===== config.mk =====
export PLATFORM = sky130hd
export DESIGN_NAME = bsp_boot_strap
export DESIGN_NICKNAME = d
export VERILOG_FILES = /design/src/rtl/bsp_pkg.sv /design/src/rtl/bsp_pad_if.sv /design/src/rtl/bsp_boot_strap.sv /design/src/rtl/bsp_pad_decode.sv
export SDC_FILE = /design/constraint.sdc
export NUM_CORES = 1
export LEC_CHECK = 0
export BUFFER_PORTS_ARGS = -buffer_cell sky130_fd_sc_hd__buf_2
export CORE_MARGIN = 2
export CORE_UTILIZATION = 30
export DETAILED_ROUTE_END_ITERATION = 8
export PLACE_DENSITY = 0.58
export SYNTH_ARGS = -nofsm -noshare
export SYNTH_HDL_FRONTEND = slang
export SYNTH_HIERARCHICAL = 1
export SYNTH_SLANG_ARGS = --single-unit

===== constraint.sdc =====
create_clock -name sys_clk -period 10.37 [get_ports sys_clk]
set_input_delay 1.037 -clock sys_clk [delete_from_list [all_inputs] [get_ports sys_clk]]
set_output_delay 1.037 -clock sys_clk [all_outputs]
set_load 0.02 [all_outputs]

===== src/rtl/bsp_pkg.sv =====
// shared constants, pad reset table and types of the boot strap and pad default block
`default_nettype none

package bsp_pkg;

  // ----------------------------------------------------------------
  // pad population
  // ----------------------------------------------------------------
  localparam int PAD_COUNT     = 19;
  localparam int DEBUG_CLK_IDX = 4;
  localparam int STRAP_A_IDX   = 6;
  localparam int STRAP_B_IDX   = 7;
  localparam int USB_MINUS_IDX = 17;
  localparam int USB_PLUS_IDX  = 18;
  localparam int FUNC_N        = 3;

  // ----------------------------------------------------------------
  // per-pad reset codes
  // ----------------------------------------------------------------
  localparam logic [2:0] RST_IN_OFF   = 3'h0;
  localparam logic [2:0] RST_IN_HIZ   = 3'h1;
  localparam logic [2:0] RST_IN_PD    = 3'h2;
  localparam logic [2:0] RST_IN_PU    = 3'h3;
  localparam logic [2:0] RST_OUT_PU   = 3'h4;
  localparam logic [2:0] RST_DBG_FUSE = 3'h5;
  localparam logic [2:0] RST_USB_PU   = 3'h6;

  localparam logic [2:0] PAD_RST_CODE [PAD_COUNT] = '{
    RST_IN_OFF, RST_IN_OFF, RST_IN_HIZ, RST_IN_HIZ, RST_DBG_FUSE,
    RST_IN_HIZ, RST_IN_HIZ, RST_IN_PU,  RST_IN_OFF, RST_IN_OFF,
    RST_IN_OFF, RST_IN_OFF, RST_IN_OFF, RST_IN_OFF, RST_IN_PU,
    RST_OUT_PU, RST_IN_HIZ, RST_IN_HIZ, RST_USB_PU};

  // ----------------------------------------------------------------
  // pad configuration word layout
  // ----------------------------------------------------------------
  localparam int CFG_W     = 7;
  localparam int CFG_IE    = 0;
  localparam int CFG_OE    = 1;
  localparam int CFG_WPU   = 2;
  localparam int CFG_WPD   = 3;
  localparam int CFG_MTX   = 4;
  localparam int CFG_FUNC  = 5;
  localparam int CFG_FUNCW = 2;

  // ----------------------------------------------------------------
  // usb control word layout
  // ----------------------------------------------------------------
  localparam int              USB_CTRL_W   = 6;
  localparam int              USB_EN_BIT   = 0;
  localparam int              USB_DP_BIT   = 1;
  localparam int              USB_DM_BIT   = 2;
  localparam int              USB_VAL_LSB  = 3;
  localparam int              USB_VAL_W    = 3;
  localparam logic [5:0]      USB_CTRL_RST = 6'h03;

  // ----------------------------------------------------------------
  // register map
  // ----------------------------------------------------------------
  localparam int         ADDR_W            = 8;
  localparam logic [7:0] ADDR_BOOT_STATUS  = 8'h00;
  localparam logic [7:0] ADDR_USB_CTRL     = 8'h04;
  localparam logic [7:0] ADDR_PAD_IN       = 8'h08;
  localparam logic [7:0] ADDR_PAD_CFG_BASE = 8'h40;
  localparam logic [1:0] RESP_OKAY         = 2'h0;
  localparam logic [1:0] RESP_SLVERR       = 2'h2;

  typedef enum logic [1:0] {
    BOOT_NONE,
    BOOT_FLASH,
    BOOT_JOINT_DL,
    BOOT_UNDEFINED
  } bsp_boot_mode_t;

  // reset code to configuration word; code 5 assumes the fuse reads 0
  function automatic logic [CFG_W-1:0] pad_reset_cfg(logic [2:0] code);
    logic [CFG_W-1:0] c;
    c = '0;
    case (code)
      RST_IN_HIZ, RST_USB_PU: c[CFG_IE] = 1'b1;
      RST_IN_PD: begin
        c[CFG_IE]  = 1'b1;
        c[CFG_WPD] = 1'b1;
      end
      RST_IN_PU, RST_DBG_FUSE: begin
        c[CFG_IE]  = 1'b1;
        c[CFG_WPU] = 1'b1;
      end
      RST_OUT_PU: begin
        c[CFG_OE]  = 1'b1;
        c[CFG_WPU] = 1'b1;
      end
      default: c = '0;
    endcase
    return c;
  endfunction

endpackage

`default_nettype wire


===== src/rtl/bsp_pad_if.sv =====
// carrier between the register block and the pad decoder
`default_nettype none

interface bsp_pad_if import bsp_pkg::*; #(
  parameter int NPAD = PAD_COUNT
) ();
  logic [NPAD-1:0][CFG_W-1:0]  cfg;
  logic [NPAD-1:0][FUNC_N-1:0] funcOut;
  logic [NPAD-1:0]             matrixOut;
  logic                        usbEn;
  logic                        dpPullup;
  logic                        dmPullup;
  logic                        strapHold;
  logic [NPAD-1:0]             ie;
  logic [NPAD-1:0]             oe;
  logic [NPAD-1:0]             weak_pullup_ctl;
  logic [NPAD-1:0]             weak_pulldown_ctl;
  logic [NPAD-1:0]             dout;
  logic [NPAD-1:0]             usbPu;

  modport ctl (output cfg, funcOut, matrixOut, usbEn, dpPullup, dmPullup, strapHold,
               input ie, oe, weak_pullup_ctl, weak_pulldown_ctl, dout, usbPu);
  modport dec (input cfg, funcOut, matrixOut, usbEn, dpPullup, dmPullup, strapHold,
               output ie, oe, weak_pullup_ctl, weak_pulldown_ctl, dout, usbPu);
endinterface

`default_nettype wire


===== src/rtl/bsp_boot_strap.sv =====
// boot strap capture, pad reset defaults and axi4-lite register block
//
// Functional notes
// [RULE1] Boot mode comes from the two strap pads as sampled when reset is released.
// [RULE2] After reset completes the strap pads behave as ordinary function pads.
// [RULE3] A second strap reading 1 selects flash boot whatever the first strap reads.
// [RULE4] First strap 1 with second strap 0 selects joint download over serial port or usb.
// [RULE5] A reset code 0 pad comes up with input off and no pulls, high impedance.
// [RULE6] A reset code 1 pad comes up with input on and no pulls, high impedance.
// [RULE7] A reset code 2 pad comes up with input on and the weak pull-down on.
// [RULE8] A reset code 3 pad comes up with input on and the weak pull-up on.
// [RULE9] A reset code 4 pad comes up with output on and the weak pull-up on.
// [RULE10] The debug clock pad pull-up at reset is on when the fuse is 0 and off when it is 1; the code keeps it on in reset for either fuse value.
// [RULE11] With usb enabled the usb data pads take their pull-up from the usb pull-up control.
// [RULE12] With usb disabled the usb pads are ordinary pads, pulls off by default, configurable.
// [RULE13] Each pad takes its mux default function unless the routing matrix overrides it.
// [RULE14] Every pad has a fixed reset code from a table, applied whenever reset is asserted.
// [RULE15] The board holds the second strap high and floats the first so flash boot is default.
`default_nettype none

module bsp_boot_strap import bsp_pkg::*; #(
  parameter int NPAD = PAD_COUNT
) (
  // clock and reset
  input  wire logic                        sys_clk,
  input  wire logic                        resetn,
  // axi4-lite write address and data
  input  wire logic [ADDR_W-1:0]           s_axi_awaddr,
  input  wire logic [2:0]                  s_axi_awprot,
  input  wire logic                        s_axi_awvalid,
  output logic                             s_axi_awready,
  input  wire logic [31:0]                 s_axi_wdata,
  input  wire logic [3:0]                  s_axi_wstrb,
  input  wire logic                        s_axi_wvalid,
  output logic                             s_axi_wready,
  // axi4-lite write response
  output logic [1:0]                       s_axi_bresp,
  output logic                             s_axi_bvalid,
  input  wire logic                        s_axi_bready,
  // axi4-lite read
  input  wire logic [ADDR_W-1:0]           s_axi_araddr,
  input  wire logic [2:0]                  s_axi_arprot,
  input  wire logic                        s_axi_arvalid,
  output logic                             s_axi_arready,
  output logic [31:0]                      s_axi_rdata,
  output logic [1:0]                       s_axi_rresp,
  output logic                             s_axi_rvalid,
  input  wire logic                        s_axi_rready,
  // pad side inputs
  input  wire logic [NPAD-1:0]             padIn,
  input  wire logic [NPAD-1:0][FUNC_N-1:0] padFuncOut,
  input  wire logic [NPAD-1:0]             padMatrixOut,
  input  wire logic                        fuseDebugPadDisable,
  // pad controls
  output logic [NPAD-1:0]                  padInputBufferEnable,
  output logic [NPAD-1:0]                  padOutputEnable,
  output logic [NPAD-1:0]                  padWeakPullupCtl,
  output logic [NPAD-1:0]                  padWeakPulldownCtl,
  output logic [NPAD-1:0]                  padUsbPadPullupCtl,
  output logic [NPAD-1:0]                  padOut,
  output logic [USB_VAL_W-1:0]             usbPullupValue,
  // boot mode
  output bsp_boot_mode_t                   bootMode,
  output logic                             bootModeValid
);

  localparam int IDXW = $clog2(NPAD);

  // the reset table and the 32-bit input readback fix the pad count
  if (NPAD != PAD_COUNT || NPAD > 32) begin : g_bad_npad
    $error("bsp_boot_strap: NPAD must equal the pad table size");
  end

  typedef struct packed {
    logic                       awRdy;
    logic                       wRdy;
    logic                       bValid;
    logic [1:0]                 bResp;
    logic                       arRdy;
    logic                       rValid;
    logic [1:0]                 rResp;
    logic [31:0]                rData;
    logic                       awHave;
    logic [ADDR_W-1:0]          awAddr;
    logic                       wHave;
    logic [31:0]                wData;
    logic [3:0]                 wStrb;
    logic                       captured;
    logic                       strapA;
    logic                       strapB;
    logic                       fuse;
    bsp_boot_mode_t             mode;
    logic [USB_CTRL_W-1:0]      usbCtrl;
    logic [NPAD-1:0][CFG_W-1:0] cfg;
    logic [NPAD-1:0]            ie;
    logic [NPAD-1:0]            oe;
    logic [NPAD-1:0]            weak_pullup_ctl;
    logic [NPAD-1:0]            weak_pulldown_ctl;
    logic [NPAD-1:0]            usbPu;
    logic [NPAD-1:0]            dout;
  } bsp_state_t;

  bsp_state_t s_r;
  bsp_state_t s_nxt;
  logic       rstMeta_r;
  logic       rstN_r;

  bsp_pad_if #(.NPAD(NPAD)) pif ();

  // ----------------------------------------------------------------
  // helpers
  // ----------------------------------------------------------------
  function automatic logic pad_hit(logic [ADDR_W-1:0] a);
    logic [ADDR_W-1:0] off;
    off = a - ADDR_PAD_CFG_BASE;
    return (a >= ADDR_PAD_CFG_BASE) && (a[1:0] == 2'h0) &&
           (off[ADDR_W-1:2] < (ADDR_W-2)'(NPAD));
  endfunction

  function automatic logic [IDXW-1:0] pad_idx(logic [ADDR_W-1:0] a);
    logic [ADDR_W-1:0] off;
    off = a - ADDR_PAD_CFG_BASE;
    return off[IDXW+1:2];
  endfunction

  function automatic logic [31:0] merge(logic [31:0] old, logic [31:0] nw, logic [3:0] strb);
    logic [31:0] m;
    m = old;
    for (int b = 0; b < 4; b++) begin
      if (strb[b]) begin
        m[8*b +: 8] = nw[8*b +: 8];
      end
    end
    return m;
  endfunction

  // constant image loaded whenever reset is asserted
  function automatic bsp_state_t reset_state();
    bsp_state_t r;
    r       = '0;
    r.awRdy = 1'b1;
    r.wRdy  = 1'b1;
    r.arRdy = 1'b1;
    r.mode  = BOOT_NONE;
    r.usbCtrl = USB_CTRL_RST;
    for (int i = 0; i < NPAD; i++) begin
      r.cfg[i] = pad_reset_cfg(PAD_RST_CODE[i]);  // RULE5 RULE6 RULE7 RULE8 RULE9 RULE14
      r.ie[i]  = r.cfg[i][CFG_IE];
      r.oe[i]  = r.cfg[i][CFG_OE];
      r.weak_pullup_ctl[i] = r.cfg[i][CFG_WPU];
      r.weak_pulldown_ctl[i] = r.cfg[i][CFG_WPD];
    end
    return r;
  endfunction

  // ----------------------------------------------------------------
  // reset release
  // ----------------------------------------------------------------
  always_ff @(posedge sys_clk or negedge resetn) begin
    if (!resetn) begin
      rstMeta_r <= 1'b0;
      rstN_r    <= 1'b0;
    end else begin
      rstMeta_r <= 1'b1;
      rstN_r    <= rstMeta_r;
    end
  end

  // ----------------------------------------------------------------
  // pad decode
  // ----------------------------------------------------------------
  assign pif.cfg       = s_r.cfg;
  assign pif.funcOut   = padFuncOut;
  assign pif.matrixOut = padMatrixOut;
  assign pif.usbEn     = s_r.usbCtrl[USB_EN_BIT];
  assign pif.dpPullup  = s_r.usbCtrl[USB_DP_BIT];
  assign pif.dmPullup  = s_r.usbCtrl[USB_DM_BIT];
  assign pif.strapHold = !s_r.captured;

  bsp_pad_decode #(.NPAD(NPAD)) u_decode (
    .pads (pif.dec)
  );

  // ----------------------------------------------------------------
  // next state
  // ----------------------------------------------------------------
  always_comb begin
    logic [31:0] wordOld;
    logic [31:0] wordNew;
    wordOld = 32'h0;
    wordNew = 32'h0;
    s_nxt   = s_r;

    // straps are taken in the first cycle after reset release, once
    if (!s_r.captured) begin
      s_nxt.captured = 1'b1;
      s_nxt.strapA   = padIn[STRAP_A_IDX];  // RULE1
      s_nxt.strapB   = padIn[STRAP_B_IDX];  // RULE1
      s_nxt.fuse     = fuseDebugPadDisable;
      if (padIn[STRAP_B_IDX]) begin
        s_nxt.mode = BOOT_FLASH;  // RULE3
      end else if (padIn[STRAP_A_IDX]) begin
        s_nxt.mode = BOOT_JOINT_DL;  // RULE4
      end else begin
        s_nxt.mode = BOOT_UNDEFINED;
      end
      if (fuseDebugPadDisable) begin
        s_nxt.cfg[DEBUG_CLK_IDX][CFG_WPU] = 1'b0;  // RULE10
      end
    end

    // write channels are taken independently, in either order
    if (s_axi_awvalid && s_r.awRdy) begin
      s_nxt.awHave = 1'b1;
      s_nxt.awAddr = s_axi_awaddr;
      s_nxt.awRdy  = 1'b0;
    end
    if (s_axi_wvalid && s_r.wRdy) begin
      s_nxt.wHave = 1'b1;
      s_nxt.wData = s_axi_wdata;
      s_nxt.wStrb = s_axi_wstrb;
      s_nxt.wRdy  = 1'b0;
    end
    if (s_r.awHave && s_r.wHave && !s_r.bValid) begin
      s_nxt.awHave = 1'b0;
      s_nxt.wHave  = 1'b0;
      s_nxt.bValid = 1'b1;
      s_nxt.bResp  = RESP_OKAY;
      if (s_r.awAddr == ADDR_USB_CTRL) begin
        wordOld = 32'(s_r.usbCtrl);
        wordNew = merge(wordOld, s_r.wData, s_r.wStrb);
        s_nxt.usbCtrl = wordNew[USB_CTRL_W-1:0];  // RULE11 RULE12
      end else if (pad_hit(s_r.awAddr)) begin
        wordOld = 32'(s_r.cfg[pad_idx(s_r.awAddr)]);
        wordNew = merge(wordOld, s_r.wData, s_r.wStrb);
        s_nxt.cfg[pad_idx(s_r.awAddr)] = wordNew[CFG_W-1:0];  // RULE12 RULE13
      end else if (s_r.awAddr != ADDR_BOOT_STATUS && s_r.awAddr != ADDR_PAD_IN) begin
        s_nxt.bResp = RESP_SLVERR;
      end
    end
    if (s_r.bValid && s_axi_bready) begin
      s_nxt.bValid = 1'b0;
      s_nxt.awRdy  = 1'b1;
      s_nxt.wRdy   = 1'b1;
    end

    // read: one outstanding, answered one cycle after the address is taken
    if (s_axi_arvalid && s_r.arRdy) begin
      s_nxt.arRdy  = 1'b0;
      s_nxt.rValid = 1'b1;
      s_nxt.rResp  = RESP_OKAY;
      s_nxt.rData  = 32'h0;
      if (s_axi_araddr == ADDR_BOOT_STATUS) begin
        s_nxt.rData = {26'h0, s_r.fuse, s_r.captured, s_r.strapB, s_r.strapA, s_r.mode};
      end else if (s_axi_araddr == ADDR_USB_CTRL) begin
        s_nxt.rData = 32'(s_r.usbCtrl);
      end else if (s_axi_araddr == ADDR_PAD_IN) begin
        s_nxt.rData = 32'(padIn & s_r.ie);
      end else if (pad_hit(s_axi_araddr)) begin
        s_nxt.rData = 32'(s_r.cfg[pad_idx(s_axi_araddr)]);
      end else begin
        s_nxt.rResp = RESP_SLVERR;
      end
    end
    if (s_r.rValid && s_axi_rready) begin
      s_nxt.rValid = 1'b0;
      s_nxt.arRdy  = 1'b1;
    end

    // pad controls registered so every pin level leaves a flip-flop
    s_nxt.ie    = pif.ie;
    s_nxt.oe    = pif.oe;  // RULE2
    s_nxt.weak_pullup_ctl   = pif.weak_pullup_ctl;
    s_nxt.weak_pulldown_ctl   = pif.weak_pulldown_ctl;
    s_nxt.usbPu = pif.usbPu;
    s_nxt.dout  = pif.dout;
  end

  always_ff @(posedge sys_clk or negedge rstN_r) begin
    if (!rstN_r) begin
      s_r <= reset_state();  // RULE14
    end else begin
      s_r <= s_nxt;
    end
  end

  // ----------------------------------------------------------------
  // outputs
  // ----------------------------------------------------------------
  assign s_axi_awready        = s_r.awRdy;
  assign s_axi_wready         = s_r.wRdy;
  assign s_axi_bvalid         = s_r.bValid;
  assign s_axi_bresp          = s_r.bResp;
  assign s_axi_arready        = s_r.arRdy;
  assign s_axi_rvalid         = s_r.rValid;
  assign s_axi_rresp          = s_r.rResp;
  assign s_axi_rdata          = s_r.rData;
  assign padInputBufferEnable = s_r.ie;
  assign padOutputEnable      = s_r.oe;
  assign padWeakPullupCtl     = s_r.weak_pullup_ctl;
  assign padWeakPulldownCtl   = s_r.weak_pulldown_ctl;
  assign padUsbPadPullupCtl   = s_r.usbPu;
  assign padOut               = s_r.dout;
  assign usbPullupValue       = s_r.usbCtrl[USB_VAL_LSB +: USB_VAL_W];
  assign bootMode             = s_r.mode;
  assign bootModeValid        = s_r.captured;

  // ----------------------------------------------------------------
  // checks
  // ----------------------------------------------------------------
  // sampled rstN_r skips the release edge, where s_r still holds its reset image
  a_strap_sample: assert property (  // RULE1
    @(posedge sys_clk) disable iff (!rstN_r)
    rstN_r && !s_r.captured |=> s_r.captured && s_r.strapA == $past(padIn[STRAP_A_IDX])
                      && s_r.strapB == $past(padIn[STRAP_B_IDX]) && $rose(s_r.captured)
  ) else $error("straps not captured in the first cycle after release");

  a_strap_released: assert property (  // RULE2
    @(posedge sys_clk) disable iff (!rstN_r)
    s_r.captured ##1 s_r.captured |-> s_r.oe[STRAP_A_IDX] == $past(s_r.cfg[STRAP_A_IDX][CFG_OE])
  ) else $error("strap pad output enable not following its configuration");

  a_flash_boot: assert property (  // RULE3
    @(posedge sys_clk) disable iff (!rstN_r)
    s_r.captured && s_r.strapB |-> s_r.mode == BOOT_FLASH && bootModeValid
  ) else $error("second strap high did not select flash boot");

  a_joint_download: assert property (  // RULE4
    @(posedge sys_clk) disable iff (!rstN_r)
    s_r.captured && s_r.strapA && !s_r.strapB |-> s_r.mode == BOOT_JOINT_DL
  ) else $error("joint download not selected");

  for (genvar i = 0; i < NPAD; i++) begin : g_chk
    if (i != DEBUG_CLK_IDX) begin : g_tab
      a_reset_table: assert property (  // RULE14
        @(posedge sys_clk) disable iff (!rstN_r)
        rstN_r && !s_r.captured |=> s_r.cfg[i] == pad_reset_cfg(PAD_RST_CODE[i])
                          ##1 (s_r.ie[i] == pad_reset_cfg(PAD_RST_CODE[i])[CFG_IE]
                               || $past(s_r.cfg[i]) != pad_reset_cfg(PAD_RST_CODE[i]))
      ) else $error("pad configuration differs from its reset code");
    end
  end

  a_pull_codes: assert property (  // RULE5 RULE6 RULE8 RULE9
    @(posedge sys_clk) disable iff (!rstN_r)
    !s_r.captured |-> s_r.weak_pullup_ctl[14] && s_r.ie[14] && !s_r.ie[0] && !s_r.weak_pulldown_ctl[0]
                      && s_r.oe[15] && s_r.weak_pullup_ctl[15] && s_r.ie[2] && !s_r.weak_pullup_ctl[2]
  ) else $error("pad reset levels differ from codes");

  a_debug_fuse: assert property (  // RULE10
    @(posedge sys_clk) disable iff (!rstN_r)
    $rose(s_r.captured) |-> s_r.cfg[DEBUG_CLK_IDX][CFG_WPU] == !s_r.fuse
                            && s_r.cfg[DEBUG_CLK_IDX][CFG_IE]
  ) else $error("debug clock pad pull-up ignores the fuse");

  a_usb_pullup: assert property (  // RULE11
    @(posedge sys_clk) disable iff (!rstN_r)
    rstN_r && s_r.usbCtrl[USB_EN_BIT] |=> !s_r.weak_pullup_ctl[USB_PLUS_IDX]
      && s_r.usbPu[USB_PLUS_IDX] == $past(s_r.usbCtrl[USB_DP_BIT])
  ) else $error("usb plus pad pull-up not from the usb control");

  a_usb_off: assert property (  // RULE12
    @(posedge sys_clk) disable iff (!rstN_r)
    !s_r.usbCtrl[USB_EN_BIT] |=> !s_r.usbPu[USB_MINUS_IDX]
      && s_r.weak_pulldown_ctl[USB_MINUS_IDX] == $past(s_r.cfg[USB_MINUS_IDX][CFG_WPD])
  ) else $error("usb minus pad not an ordinary pad with usb off");

  a_matrix_route: assert property (  // RULE13
    @(posedge sys_clk) disable iff (!rstN_r)
    s_r.cfg[0][CFG_MTX] |=> s_r.dout[0] == $past(padMatrixOut[0])
  ) else $error("routing matrix did not override the pad function");

endmodule

`default_nettype wire


===== src/rtl/bsp_pad_decode.sv =====
// per-pad decode of configuration words into pad control levels
`default_nettype none

module bsp_pad_decode import bsp_pkg::*; #(
  parameter int NPAD = PAD_COUNT
) (
  // pad control carrier
  bsp_pad_if.dec pads
);

  // ----------------------------------------------------------------
  // one decoder per pad
  // ----------------------------------------------------------------
  for (genvar i = 0; i < NPAD; i++) begin : g_pad
    localparam bit IS_USB   = (i == USB_MINUS_IDX) || (i == USB_PLUS_IDX);
    localparam bit IS_STRAP = (i == STRAP_A_IDX) || (i == STRAP_B_IDX);
    logic              usbOwn;
    logic [CFG_FUNCW-1:0] fsel;

    assign usbOwn = IS_USB && pads.usbEn;
    assign fsel   = pads.cfg[i][CFG_FUNC +: CFG_FUNCW];

    assign pads.ie[i] = pads.cfg[i][CFG_IE];
    // straps are never driven while they are still being sampled
    assign pads.oe[i] = pads.cfg[i][CFG_OE] && !(IS_STRAP && pads.strapHold);  // RULE2
    // with usb enabled, usb owns the pull-up of its data pads; their general pulls are masked
    assign pads.weak_pullup_ctl[i] = pads.cfg[i][CFG_WPU] && !usbOwn;  // RULE11 RULE12
    assign pads.weak_pulldown_ctl[i] = pads.cfg[i][CFG_WPD] && !usbOwn;  // RULE12
    assign pads.usbPu[i] = usbOwn &&
                           ((i == USB_PLUS_IDX) ? pads.dpPullup : pads.dmPullup);  // RULE11
    // routing matrix overrides the mux default function
    assign pads.dout[i] = pads.cfg[i][CFG_MTX] ? pads.matrixOut[i] :
                          (fsel < CFG_FUNCW'(FUNC_N)) ? pads.funcOut[i][fsel] :
                          1'b0;  // RULE13
  end

endmodule

`default_nettype wire


**After elaboration in Yosys (flattened, before gate mapping)**

Cells that the tools add are included.

- Input bits: 161
- Register bits: 331
- Output and inout bits: 161
- Word-level logic and storage cells: 250

- Equality and inequality tests: 4
- Reductions and logical operators: 35
- $lt $le $gt $ge: 45
- Add/subtract/negate cells: 2
- Bitwise logic cells: 2
- Multiplexer cells: 115

Operator list:

| cell | count |
|---|---|
| 133-bit bitwise mux | 1 |
| 31-bit 2-to-1 mux | 3 |
| 7-bit binary-select mux with 5-bit select | 2 |
| 1-bit 2-to-1 mux | 64 |
| 2-bit by 3-bit < comparator with 1-bit output, second input constant | 19 |
| 19-bit 2-to-1 mux | 3 |
| 7-bit 2-to-1 mux | 8 |
| 1-bit binary-select mux with 2-bit select | 19 |
| 2-bit < comparator, second input constant | 19 |
| 37-bit 2-to-1 mux | 1 |
| 36-bit 2-to-1 mux | 1 |
| 7-bit demux with 5-bit select | 1 |
| 1-bit logical AND | 21 |
| 19-bit AND | 1 |
| 2-bit 2-to-1 mux | 9 |
| 8-bit by 3-bit equality test with 1-bit output, second input constant | 2 |
| 8-bit by 7-bit greater-or-equal comparator with 1-bit output, second input constant | 2 |
| 8-bit by 7-bit subtractor with 8-bit output, second input constant | 2 |
| 5-bit by 6-bit < comparator with 1-bit output, second input constant | 2 |
| 6-bit by 5-bit < comparator with 1-bit output, second input constant | 2 |
| 2-bit nonzero test | 6 |
| 9-bit 2-to-1 mux | 1 |
| 8-bit by 4-bit equality test with 1-bit output, second input constant | 1 |
| 8-bit logical NOT | 1 |
| 8 further kinds | 12 |

**Logic depth before layout (Yosys ltp)**

Gate-level depths: netlist (run 1).

- Word-level depth: 11
- Mapped depth: 10

**Modules after synthesis**

Netlist (run 1), hierarchy kept.

Modules (own cells, without submodules):

| module | times used | cells an instance | area each (µm²) | seq. area each (µm²) |
|---|---|---|---|---|
| bsp_boot_strap | 1 | 1180 | 14066.0 | 7676.1 |
| bsp_pad_decode | 1 | 172 | 1348.8 | 0.0 |

**Worst setup path after synthesis (run 1)**

Ideal clock, no wire load.

- Path kind: input to register
- Start point: in s_axi_araddr[6]
- End point: reg s_r, in the netlist s_axi_rdata[0]
- Arrival: 2937 ps
- Library setup time: 87 ps
- Cell stages on the path: 8
- Slack: 7347 ps
- Path buffers: 1
- Required time: 10283 ps
- Path through: clkbuf_1 > inv_1 > ha_1 > and3_1 > a31o_2 > a2111oi_1 > o21ai_0 > o211ai_1

- Cells in the longest elaborated chain, start to end: 7
- Elaborated cells between the ends (all ways): 14

RTL lines:

| item | RTL line | source |
|---|---|---|
| from (decl) | bsp_boot_strap.sv:41 | `input wire logic [ADDR_W-1:0] s_axi_araddr,` |
| 8-bit by 7-bit subtractor with 8-bit output or 8-bit by 7-bit greater-or-equal comparator with 1-bit output (tied branches) | bsp_boot_strap.sv:122, bsp_boot_strap.sv:116 |  |
| 7-bit binary-select mux with 5-bit select (tied with other cells) | bsp_boot_strap.sv:260 | `s_nxt.rData = 32'(s_r.cfg[pad_idx(s_axi_araddr)]);` |
| 7-bit 2-to-1 mux (not written as such) or 1-bit logical AND (tied branches) | bsp_boot_strap.sv:260, bsp_boot_strap.sv:116 |  |
| 7-bit 2-to-1 mux | bsp_boot_strap.sv:259 | `end else if (pad_hit(s_axi_araddr)) begin` |
| 19-bit 2-to-1 mux | bsp_boot_strap.sv:257 | `end else if (s_axi_araddr == ADDR_PAD_IN) begin` |
| 19-bit 2-to-1 mux | bsp_boot_strap.sv:255 | `end else if (s_axi_araddr == ADDR_USB_CTRL) begin` |
| 19-bit 2-to-1 mux * | bsp_boot_strap.sv:253 | `if (s_axi_araddr == ADDR_BOOT_STATUS) begin` |
| to (signal assigned) | bsp_boot_strap.sv:281 | `s_r <= reset_state();` |
| to (signal assigned) | bsp_boot_strap.sv:283 | `s_r <= s_nxt;` |
| to (decl) | bsp_boot_strap.sv:103 | `bsp_state_t s_r;` |

Mark *: on every way between the ends. The rest lies on a longest branch, timed or not. The select of a mux whose other input is x is not followed.
A chain may end at the register's enable or synchronous reset.

**Final worst setup path (run 1)**

- Start point: reg s_r[302] (netlist name)
- End point: reg s_r, in the netlist pif.cfg[23]

- Cells in the longest elaborated chain, start to end: 8
- Elaborated cells between the ends (all ways): 20

RTL lines:

| item | RTL line | source |
|---|---|---|
| 8-bit by 7-bit subtractor with 8-bit output | bsp_boot_strap.sv:122 | `off = a - ADDR_PAD_CFG_BASE;` |
| 7-bit binary-select mux with 5-bit select | bsp_boot_strap.sv:234 | `wordOld = 32'(s_r.cfg[pad_idx(s_r.awAddr)]);` |
| 7-bit 2-to-1 mux (not written as such) | bsp_boot_strap.sv:234 |  |
| 7-bit 2-to-1 mux | bsp_boot_strap.sv:130 | `if (strb[b]) begin` |
| 7-bit 2-to-1 mux | bsp_boot_strap.sv:233 | `end else if (pad_hit(s_r.awAddr)) begin` |
| 7-bit 2-to-1 mux | bsp_boot_strap.sv:229 | `if (s_r.awAddr == ADDR_USB_CTRL) begin` |
| 7-bit 2-to-1 mux | bsp_boot_strap.sv:224 | `if (s_r.awHave && s_r.wHave && !s_r.bValid) begin` |
| 133-bit bitwise mux | bsp_boot_strap.sv:236 | `s_nxt.cfg[pad_idx(s_r.awAddr)] = wordNew[CFG_W-1:0];` |

Parallel ways exist; a longest one is shown, timed or not. The select of a mux whose other input is x is not followed.

==> results.py, run 1 <==
metrics = {
    "run_status": {
        "status": "complete, no violations",
    },
    "sta": {
        "skew_ps": 29.8,
        "fin_crit_ps": 3760,
        "post-route-period-util_pct": 36.3,
        "hold_violations": 0,
        "drv_slew": 0,
        "max_freq_mhz": 266,
        "timing.hold.ws_ps": 257,
        "setup_tns_ps": 0,
        "rsz0062_at_grt": "no",
        "relSlewSlack_pct": 19.9,
        "tightest_slew_ps": 1190,
        "finalSetupViolations": 0,
    },
    "synth": {
        "yosys.area_share.simple_pct": 9.87,
        "ys_warn_count": 6,
        "synth-seq-cells": 305,
        "synth-edff-count": 0,
        "synth_ff_type": "dfrtp_1",
        "synthMuxAreaShare_pct": 13.9,
        "synth_top_family_by_area": "buffers and inverters",
        "synth-seq-area-share_pct": 49.8,
        "synth_compound_area_share_pct": 11.9,
        "synthAdderAreaFrac_pct": 0.487,
        "synth_xor_area_share_pct": 0,
        "syn_inst": 1352,
        "syn_area_um2": 15400,
        "synth-async-reset-ratio_pct": 100,
        "avgSynthCellArea_um2": 11.4,
        "synth.distinct_cells": 62,
    },
    "cts": {
        "cts_hold_buf": 0,
        "cts.reportedPaths.clkPinSlew_ps": 60,
        "post_cts_buffers": 0,
        "cts_tree": "yes",
        "cts_root_buf": "clkbuf_16",
        "clock-sinks": 305,
        "cts_buffers": 38,
        "clockBufferDepth": 3,
        "insertion_delay_ps": 560,
        "cts.repair.resized": 0,
        "htree_levels": 2,
    },
    "worst_setup_path": {
        "cp.required_ps": 10810,
        "critPathCaptureType": "register",
        "crit_fanout": 13,
        "r2r_setup_slack_ps": 6610,
        "start_kind": "register",
        "worstSetupPathType": "reg -> reg",
        "crit_arrival_ps": 4200,
    },
    "cells_and_area": {
        "final_nets": 1574,
        "final_cell_area_um2": 17100,
        "final_util_pct": 33.4,
        "layoutNonFillerInstCount": 2119,
        "drive_gt1_share_pct": 36.5,
        "area_delta_synth_final_pct": 10.7,
    },
    "power": {
        "vdd_drop_max_mv": 0.158,
        "power_density_nw_per_um2": 225,
        "leakagePower_nw": 7.66,
    },
    "global_routing": {
        "grt_util_met1_pct": 23.6,
        "antenna_found_initial": 3,
        "grt_pass1_vias": 10584,
        "grt_max_degree": 82,
        "grt_use_met3_pct": 5.20,
        "grt-busiest-layer": "met2",
        "overflow": 0,
        "grt_usage_pct": 18.2,
        "grt_util_met2_pct": 29.4,
        "grt_pass1_wl_um": 71000,
    },
    "floorplan": {
        "num_io_pins": 322,
        "core-area_um2": 51100,
        "die_h_um": 231,
        "start_util_pct": 30.2,
        "core.rowCount": 83,
        "floorplan.die_area_um2": 53200,
        "die_w_um": 231,
    },
    "placed_design": {
        "port_buffers": 272,
        "placed_area_um2": 15800,
        "dpl.hpwl_um": 36200,
        "placed_cells": 2047,
        "place_congestion": 0.934,
    },
    "routing": {
        "via_per_inst": 5.06,
        "ant_nets": 0,
        "drc": 0,
        "wl_per_cell_um": 23.0,
        "via_count": 10731,
        "drt_iter0_markers": 1085,
        "wirelength_um": 48800,
        "firstDrtPassIters": 6,
    },
    "run": {
        "max_cap_viol_count": 0,
    },
    "worst_hold_path": {
        "hold_path.class": "in -> async",
    },
}
[worst max-delay path, stage by stage, from the launching register on]
cell and delay (ps):
dfrtp_1 570, inv_1 280, ha_1 350, or4b_1 590, nor4_1 820, nand2_1 610, mux2_2 440
[final cells by class]
| class | instances | area (µm²) |
|---|---|---|
| Multi-Input combinational cell | 758 | 5740 |
| Sequential cell | 305 | 7680 |
| Inverter | 19 | 71.3 |
| Clock inverter | 16 | 186 |
| Antenna cell | 2 | 5.00 |
| Clock buffer | 54 | 1070 |
| Timing Repair Buffer | 285 | 1460 |
| Tap cell | 680 | 851 |
| Fill cell | 5129 | 34000 |
[power breakdown]
group	leakage, nW	total, mW	switching, mW	internal, mW
Sequential	3.98	1.54	0.192	1.35
Combinational	3.07	0.961	0.643	0.319
Clock	0.614	1.34	0.540	0.801
Total	7.66	3.84	1.37	2.47
[per-layer routing]
layer | wire, µm | vias up
met2 | 23100 | 519
met1 | 19900 | 5399
met4 | 1390 | 0
li1 | - | 4727
met3 | 4410 | 86
met5 | 0 | -
[worst paths after layout]
kind,end,cells past startpoint,start
worst min-delay path,rstN_r$_DFF_PN0_,1,resetn
max in group asynchronous,s_axi_rdata[18]$_DFFE_PN0P_,2,rstN_r$_DFF_PN0_
min in group sys_clk,rstN_r$_DFF_PN0_,0,rstMeta_r$_DFF_PN0_
worst min register to register,rstN_r$_DFF_PN0_,0,rstMeta_r$_DFF_PN0_
worst max-delay path,pif.cfg[23]$_DFFE_PN0P_,6,s_r[302]$_DFFE_PN0P_
worst max register to register,pif.cfg[23]$_DFFE_PN0P_,6,s_r[302]$_DFFE_PN0P_
[state kept, by name, indices dropped and copies added (netlist names), 2 cells and up]
| name | flops |
|---|---|
| usbPullupValue | 3 |
| padUsbPadPullupCtl | 19 |
| padWeakPullupCtl | 19 |
| bootMode | 2 |
| s_axi_rdata | 19 |
| pif.cfg | 133 |
| padOut | 19 |
| padInputBufferEnable | 19 |
| padWeakPulldownCtl | 19 |
| padOutputEnable | 19 |
| s_r | 21 |
[kinds of logic (layout without fill, tap and decap cells)]
logic type                 after synthesis  after routing
adders and majority gates                6              6
muxes                                  151            151
buffers and inverters                  320            374
DFF                                    305            305
AOI/OAI and AO/OA                      261            261
other                                    3             36
and+or+nand+nor                        306            306
[metrics by stage]
stage               setup slack (ps)  total power, mW
floorplan                       1300             2.25
global placement                6820             2.50
detailed placement              6760             2.52
CTS                             6770             3.89
global route                    6470             4.03
finish                          6610             3.84
[layout by cell type (no fill, tap or decap), drive strengths merged, types with 9 or more instances in the layout]
cell and count:
buf 285, dfrtp 270, nand2 199, o21ai 83, mux2 80, o31ai 60
clkbuf 54, mux4 43, dfstp 35, conb 34, mux2i 28, inv 22
nor2 20, nand4bb 19, o311ai 19, a21oi 15, a22oi 15, a32o 13
nand3 12, nor2b 10, a221oi 9
[Yosys cell counts, drive strengths merged, types with 15 or more instances]
master	instances	share of area, %
a21oi	15	0.49
a22oi	15	0.73
buf	269	13
clkbuf	32	0.78
dfrtp	270	44
dfstp	35	6.0
inv	18	0.44
mux2	80	5.8
mux2i	28	1.8
mux4	43	6.3
nand2	199	4.8
nand4bb	19	1.4
nor2	20	0.50
o21ai	83	2.7
o311ai	19	1.1
o31ai	60	2.9
(Power assumes the default switching activity.)
==> run 2: changes to the inputs <==
- ABC_AREA: default -> 1
- PLACE_DENSITY: 0.58 -> 0.6
- clock period: 10.37 -> 3.4 ns (I/O delays scaled with it)
==> run 2 against run 1 <==
Net effect:
- critical path depth increased by 4
- die area up 2.1%
- count of clock-buffer cells in the layout shrank 4
- core utilization is 1.8 points higher
- largest cell class unchanged
==> results.py, run 2 <==
metrics = {
    "run_status": {
        "status": "complete, no violations",
    },
    "synth": {
        "synth_area_leaders": "dfrtp_1, nand2_1, buf_4",
        "synth-seq-area-share_pct": 48.8,
        "synth_most_common_cell": "nand2_1",
        "syn_area_um2": 15700,
        "synth-async-reset-ratio_pct": 100,
        "yosys.area.top_type": "dfrtp_1",
        "synth-edff-count": 0,
        "synth_common_cells": "nand2_1, dfrtp_1, buf_4",
        "ys_warn_count": 6,
        "avgSynthCellArea_um2": 8.03,
        "synth_top_area_share_pct": 42.9,
        "synth_ff_type": "dfrtp_1",
        "synth.distinct_cells": 32,
        "synth-seq-cells": 305,
        "syn_inst": 1960,
    },
    "routing": {
        "drt_iter0_markers": 1563,
        "wirelength_um": 54100,
        "via_count": 13512,
        "wl_per_cell_um": 19.2,
        "ant_nets": 0,
        "drc": 0,
        "firstDrtPassIters": 5,
        "via_per_inst": 4.80,
    },
    "global_routing": {
        "overflow": 0,
        "grt_pass1_wl_um": 80200,
        "grt_usage_pct": 19.7,
        "antenna_found_initial": 4,
        "grt_max_degree": 123,
        "grt_pass1_vias": 13193,
    },
    "sta": {
        "timing.hold.ws_ps": 23.7,
        "fin_crit_ps": 2570,
        "hold_violations": 0,
        "tightest_slew_ps": 1150,
        "setup_ws_ps": 827,
        "skew_ps": 29.2,
        "drv_slew": 0,
        "rsz0062_at_grt": "no",
        "finalSetupViolations": 0,
        "relSlewSlack_pct": 23.4,
        "post-route-period-util_pct": 75.7,
        "setup_tns_ps": 0,
        "max_freq_mhz": 389,
    },
    "power": {
        "vdd_drop_max_mv": 0.292,
        "power_mw": 12.1,
        "leakagePower_nw": 9.50,
        "power_density_nw_per_um2": 665,
    },
    "worst_setup_path": {
        "start_kind": "register",
        "crit_arrival_ps": 3060,
        "cp.buffers_inverters": 2,
        "crit_fanout": 5,
        "crit_top_cell": "nand2_1",
        "crit_chain": "nand2_1 > inv_2 > o21ai_1 > and3_1 > nor3b_2 > nand2_1 > nor2_1 > buf_4 > nand3_1 > nand2_1",
        "critPathMaxStageDelay_ps": 470,
        "critPathCaptureType": "register",
        "worstSetupPathType": "reg -> reg",
        "crit_family": "simple AND/OR/NAND/NOR gates",
        "cp.required_ps": 3890,
        "crit_slowest_cell": "nor2_1",
    },
    "cts": {
        "cts_buffers": 37,
        "htree_levels": 2,
        "clock-sinks": 305,
        "clockBufferDepth": 3,
        "cts_tree": "yes",
        "cts.reportedPaths.clkPinSlew_ps": 60,
        "cts.repair.resized": 0,
        "insertion_delay_ps": 550,
        "cts_root_buf": "clkbuf_16",
    },
    "cells_and_area": {
        "layout_common_cells": "nand2_1, buf_2, dfrtp_1",
        "final.fill_count": 5334,
        "layoutNonFillerInstCount": 2815,
        "largest_reg_flops": 133,
        "final_util_pct": 35.2,
        "regArea_um2": 7680,
        "multiInputGateArea_um2": 5490,
        "final_cell_area_um2": 18200,
        "area_delta_synth_final_pct": 15.5,
        "final_nets": 2271,
        "drive_gt1_share_pct": 21.9,
        "final_common_cell": "nand2_1",
    },
    "placed_design": {
        "place_congestion": 0.988,
        "port_buffers": 272,
        "placed_cells": 2712,
        "place_ws_ps": 847,
        "placed_area_um2": 16600,
        "dpl.hpwl_um": 40100,
    },
    "floorplan": {
        "die_h_um": 233,
        "core.rowCount": 83,
        "die_w_um": 233,
        "core-area_um2": 51600,
        "floorplan.die_area_um2": 54300,
        "num_io_pins": 322,
        "start_util_pct": 30.5,
    },
    "run": {
        "max_cap_viol_count": 0,
    },
    "worst_hold_path": {
        "hold_path.class": "in -> reg",
    },
}
-- run 2: what timing repair did --
action	4_1_cts	5_1_grt
buffers inserted	0	0
endpoints found under the hold margin	33	0
hold buffers	33	0
-- run 2: layout make-up --
class	count	share of cell area, %
Sequential cell	305	42.2
Multi-Input combinational cell	1216	30.2
Timing Repair Buffer	369	12.2
Clock buffer	50	5.87
Tap cell	680	4.68
Inverter	175	3.61
Clock inverter	18	1.17
Antenna cell	2	0.0275
-- run 2: worst register-to-register path: stages (launching register included) --
cell and delay (ps):
dfrtp_1 430, nand2_1 170, inv_2 60, o21ai_1 140, and3_1 170, nor3b_2 390, nand2_1 290, nor2_1 470
buf_4 230, nand3_1 70, nand2_1 100
-- run 2: cell families after synthesis --
family,Yosys count,share of synthesized area (%)
compound gates,191,7.53
fa+ha+maj,6,0.477
buf+inv,470,17.1
flops,305,48.8
other cells,3,0.0715
simple gates,985,26.0
-- run 2: final timing paths --
| check | endpoint | slack, ps | from | cells past startpoint |
|---|---|---|---|---|
| max | pif.cfg[31]$_DFFE_PN0P_ | 830 | s_r[299]$_DFFE_PN0P_ | 10 |
| min | padOut[4]$_DFF_PN0_ | 20 | padMatrixOut[4] | 3 |
| max reg2reg | pif.cfg[31]$_DFFE_PN0P_ | 830 | s_r[299]$_DFFE_PN0P_ | 10 |
| min reg2reg | padOut[7]$_DFF_PN0_ | 290 | rstN_r$_DFF_PN0_ | 0 |
| max in group asynchronous | bootModeValid$_DFF_PN0_ | 2050 | rstN_r$_DFF_PN0_ | 1 |
| min in group asynchronous | rstN_r$_DFF_PN0_ | 120 | resetn | 2 |
-- run 2: report_power, final --
| group | leakage, nW | internal, mW | switching, mW |
|---|---|---|---|
| Sequential | 3.90 | 4.15 | 0.466 |
| Combinational | 4.97 | 0.923 | 2.42 |
| Clock | 0.626 | 2.52 | 1.61 |
-- run 2: metal layers --
metal,GRT usage [%],up-vias,wire [µm]
met5,0,-,23
met4,6.85,4,1400
met3,3.80,90,4650
met2,31.3,667,24700
met1,26.9,6477,23300
li1,-,6274,-
==> run 3: changes to the inputs <==
- ABC_AREA: 1 -> 0
- PLACE_DENSITY: 0.6 -> 0.58
- clock period: 3.4 -> 2.58 ns (I/O delays scaled with it)
==> run 3 against run 2 <==
Net effect:
- the run now ends with negative setup slack left
- cell count is 19% lower
- register-to-register slack worse by 840 ps
- core utilization grew 1.5 points
- global-route usage down 0.49 points
- sequential cell count is the same
- clock power is 27% higher
- non-clock buffer count rose by 89
- die area shrank 2.0%
- critical path type unchanged
- highest routed layer unchanged
==> results.py, run 3 (synthesized netlist as in run 1, its figures left out) <==
metrics = {
    "run_status": {
        "status": "finished, violations left",
        "violations": "negative setup slack",
    },
    "worst_setup_path": {
        "r2r-start": "s_r[302]$_DFFE_PN0P_",
        "crit_fanout": 7,
        "setup.worst_path.start": "s_r[302]$_DFFE_PN0P_",
        "worstSetupPathType": "reg -> reg",
        "r2r_setup_slack_ps": -10,
        "cp.required_ps": 3050,
        "reg2reg_depth": 9,
        "critPathCaptureType": "register",
        "start_kind": "register",
        "crit_arrival_ps": 3060,
        "r2r-end": "pif.cfg[100]$_DFFE_PN1P_",
    },
    "routing": {
        "via_count": 11413,
        "firstDrtPassIters": 7,
        "via_per_inst": 4.98,
        "drc": 0,
        "wirelength_um": 51400,
        "wl_per_cell_um": 22.4,
        "drt_iter0_markers": 972,
        "ant_nets": 0,
    },
    "cts": {
        "cts_buffers": 37,
        "cts_root_buf": "clkbuf_16",
        "clockBufferDepth": 3,
        "insertion_delay_ps": 550,
        "cts.reportedPaths.clkPinSlew_ps": 60,
        "clock-sinks": 305,
        "cts_tree": "yes",
        "htree_levels": 2,
    },
    "run": {
        "max_cap_viol_count": 0,
    },
    "floorplan": {
        "num_io_pins": 322,
        "die_h_um": 231,
        "core.rowCount": 83,
        "floorplan.die_area_um2": 53200,
        "core-area_um2": 51100,
        "start_util_pct": 30.2,
        "die_w_um": 231,
    },
    "power": {
        "vdd_drop_max_mv": 0.378,
        "power_mw": 16.5,
        "leakagePower_nw": 8.56,
        "power_density_nw_per_um2": 880,
    },
    "global_routing": {
        "grt_use_met3_pct": 4.93,
        "overflow": 0,
        "grt-busiest-layer": "met2",
        "grt_max_degree": 66,
        "grt_pass1_wl_um": 75600,
        "grt_usage_pct": 19.3,
        "grt_pass1_vias": 11469,
        "antenna_found_initial": 3,
        "grt_util_met2_pct": 31.9,
        "grt_util_met1_pct": 24.8,
    },
    "cells_and_area": {
        "drive_gt1_share_pct": 39.2,
        "layoutNonFillerInstCount": 2291,
        "final.fill_count": 5060,
        "layout_common_cells": "buf_2, dfrtp_1, nand2_1",
        "final_common_cell": "buf_2",
        "final_cell_area_um2": 18800,
        "final_util_pct": 36.8,
        "area_delta_synth_final_pct": 21.8,
        "final_nets": 1746,
        "largest_reg_flops": 133,
    },
    "sta": {
        "relSlewSlack_pct": 54.6,
        "max_freq_mhz": 386,
        "timing.hold.ws_ps": 25.3,
        "setup_ws_ps": -10.5,
        "hold_violations": 0,
        "finalSetupViolations": 2,
        "tightest_slew_ps": 681,
        "setup_tns_ps": -17.5,
        "rsz0062_at_grt": "yes",
        "skew_ps": 20.4,
        "fin_crit_ps": 2590,
        "post-route-period-util_pct": 100,
        "drv_slew": 0,
    },
    "placed_design": {
        "port_buffers": 272,
        "place_congestion": 0.952,
        "dpl.hpwl_um": 39100,
        "placed_cells": 2142,
        "place_ws_ps": -53.8,
        "placed_area_um2": 16700,
    },
    "worst_hold_path": {
        "holdCritStartpoint": "padFuncOut[34]",
        "hold_path.class": "in -> reg",
        "min_to": "padOut[11]$_DFF_PN0_",
        "min_path_cells": 3,
    },
}
==> run 3: changes by cell type in the layout (fill, tap and decap cells not counted), sizes merged, moves of 20 or more <==
cell,delta
mux2,+80
nand3,-202
o31ai,+60
nand2,-496
dlygate4sd3,+41
inv,-157
a22oi,-47
a21oi,-20
nor2,-31
mux2i,+28
buf,+48
mux4,+43
==> run 3: worst max-delay path: stages, from the launching register on <==
cell	delay, ps
dfrtp_1	360
inv_2	60
ha_1	260
or4b_4	450
or3_4	440
buf_6	140
nor3b_4	210
buf_6	170
nand2_2	140
mux2_2	300
==> run 3: per-layer routing <==
metal	up-vias	part of all wire (%)
met3	76	7.9
met4	2	2.5
met5	-	0.014
met2	480	48
met1	5791	41
li1	5064	-
==> run 3: where the power goes <==
part / switching (mW) / internal [mW] / total [mW]
sequential: 0.673 / 5.43 / 6.10
combinational: 3.00 / 2.20 / 5.19
clock: 2.08 / 3.15 / 5.23
total: 5.75 / 10.8 / 16.5
==> run 3: timing repair <==
| item | CTS | global route |
|---|---|---|
| gates resized for setup | 1 | 16 |
| hold buffers | 73 | 1 |
| cloned | 0 | 0 |
| endpoints found under the setup margin | 25 | 39 |
| buffers inserted | 3 | 1 |
| endpoints found under the hold margin | 59 | 1 |
| pin swaps | 1 | 4 |
==> run 3: final cells by class <==
cell class	instances	area (µm²)	share of cell area [%]
multi-input combinational	758	5790	30.8
timing repair buffer	458	3150	16.8
antenna	3	7.51	0.0400
clock buffer	53	1090	5.80
inverter	19	71.3	0.380
tap	680	851	4.53
sequential	305	7680	40.9
clock inverter	15	138	0.733
==> run 3: how the worst max path moves through the flow <==
| stage | to | depth (start not counted) |
|---|---|---|
| after floorplan | bootModeValid$_DFF_PN0_ | 0 |
| after global placement | pif.cfg[44]$_DFFE_PN0P_ | 9 |
| after detailed placement | pif.cfg[63]$_DFFE_PN0P_ | 4 |
| after CTS | pif.cfg[107]$_DFFE_PN1P_ | 8 |
| after global routing | pif.cfg[70]$_DFFE_PN0P_ | 10 |
| final | pif.cfg[100]$_DFFE_PN1P_ | 9 |
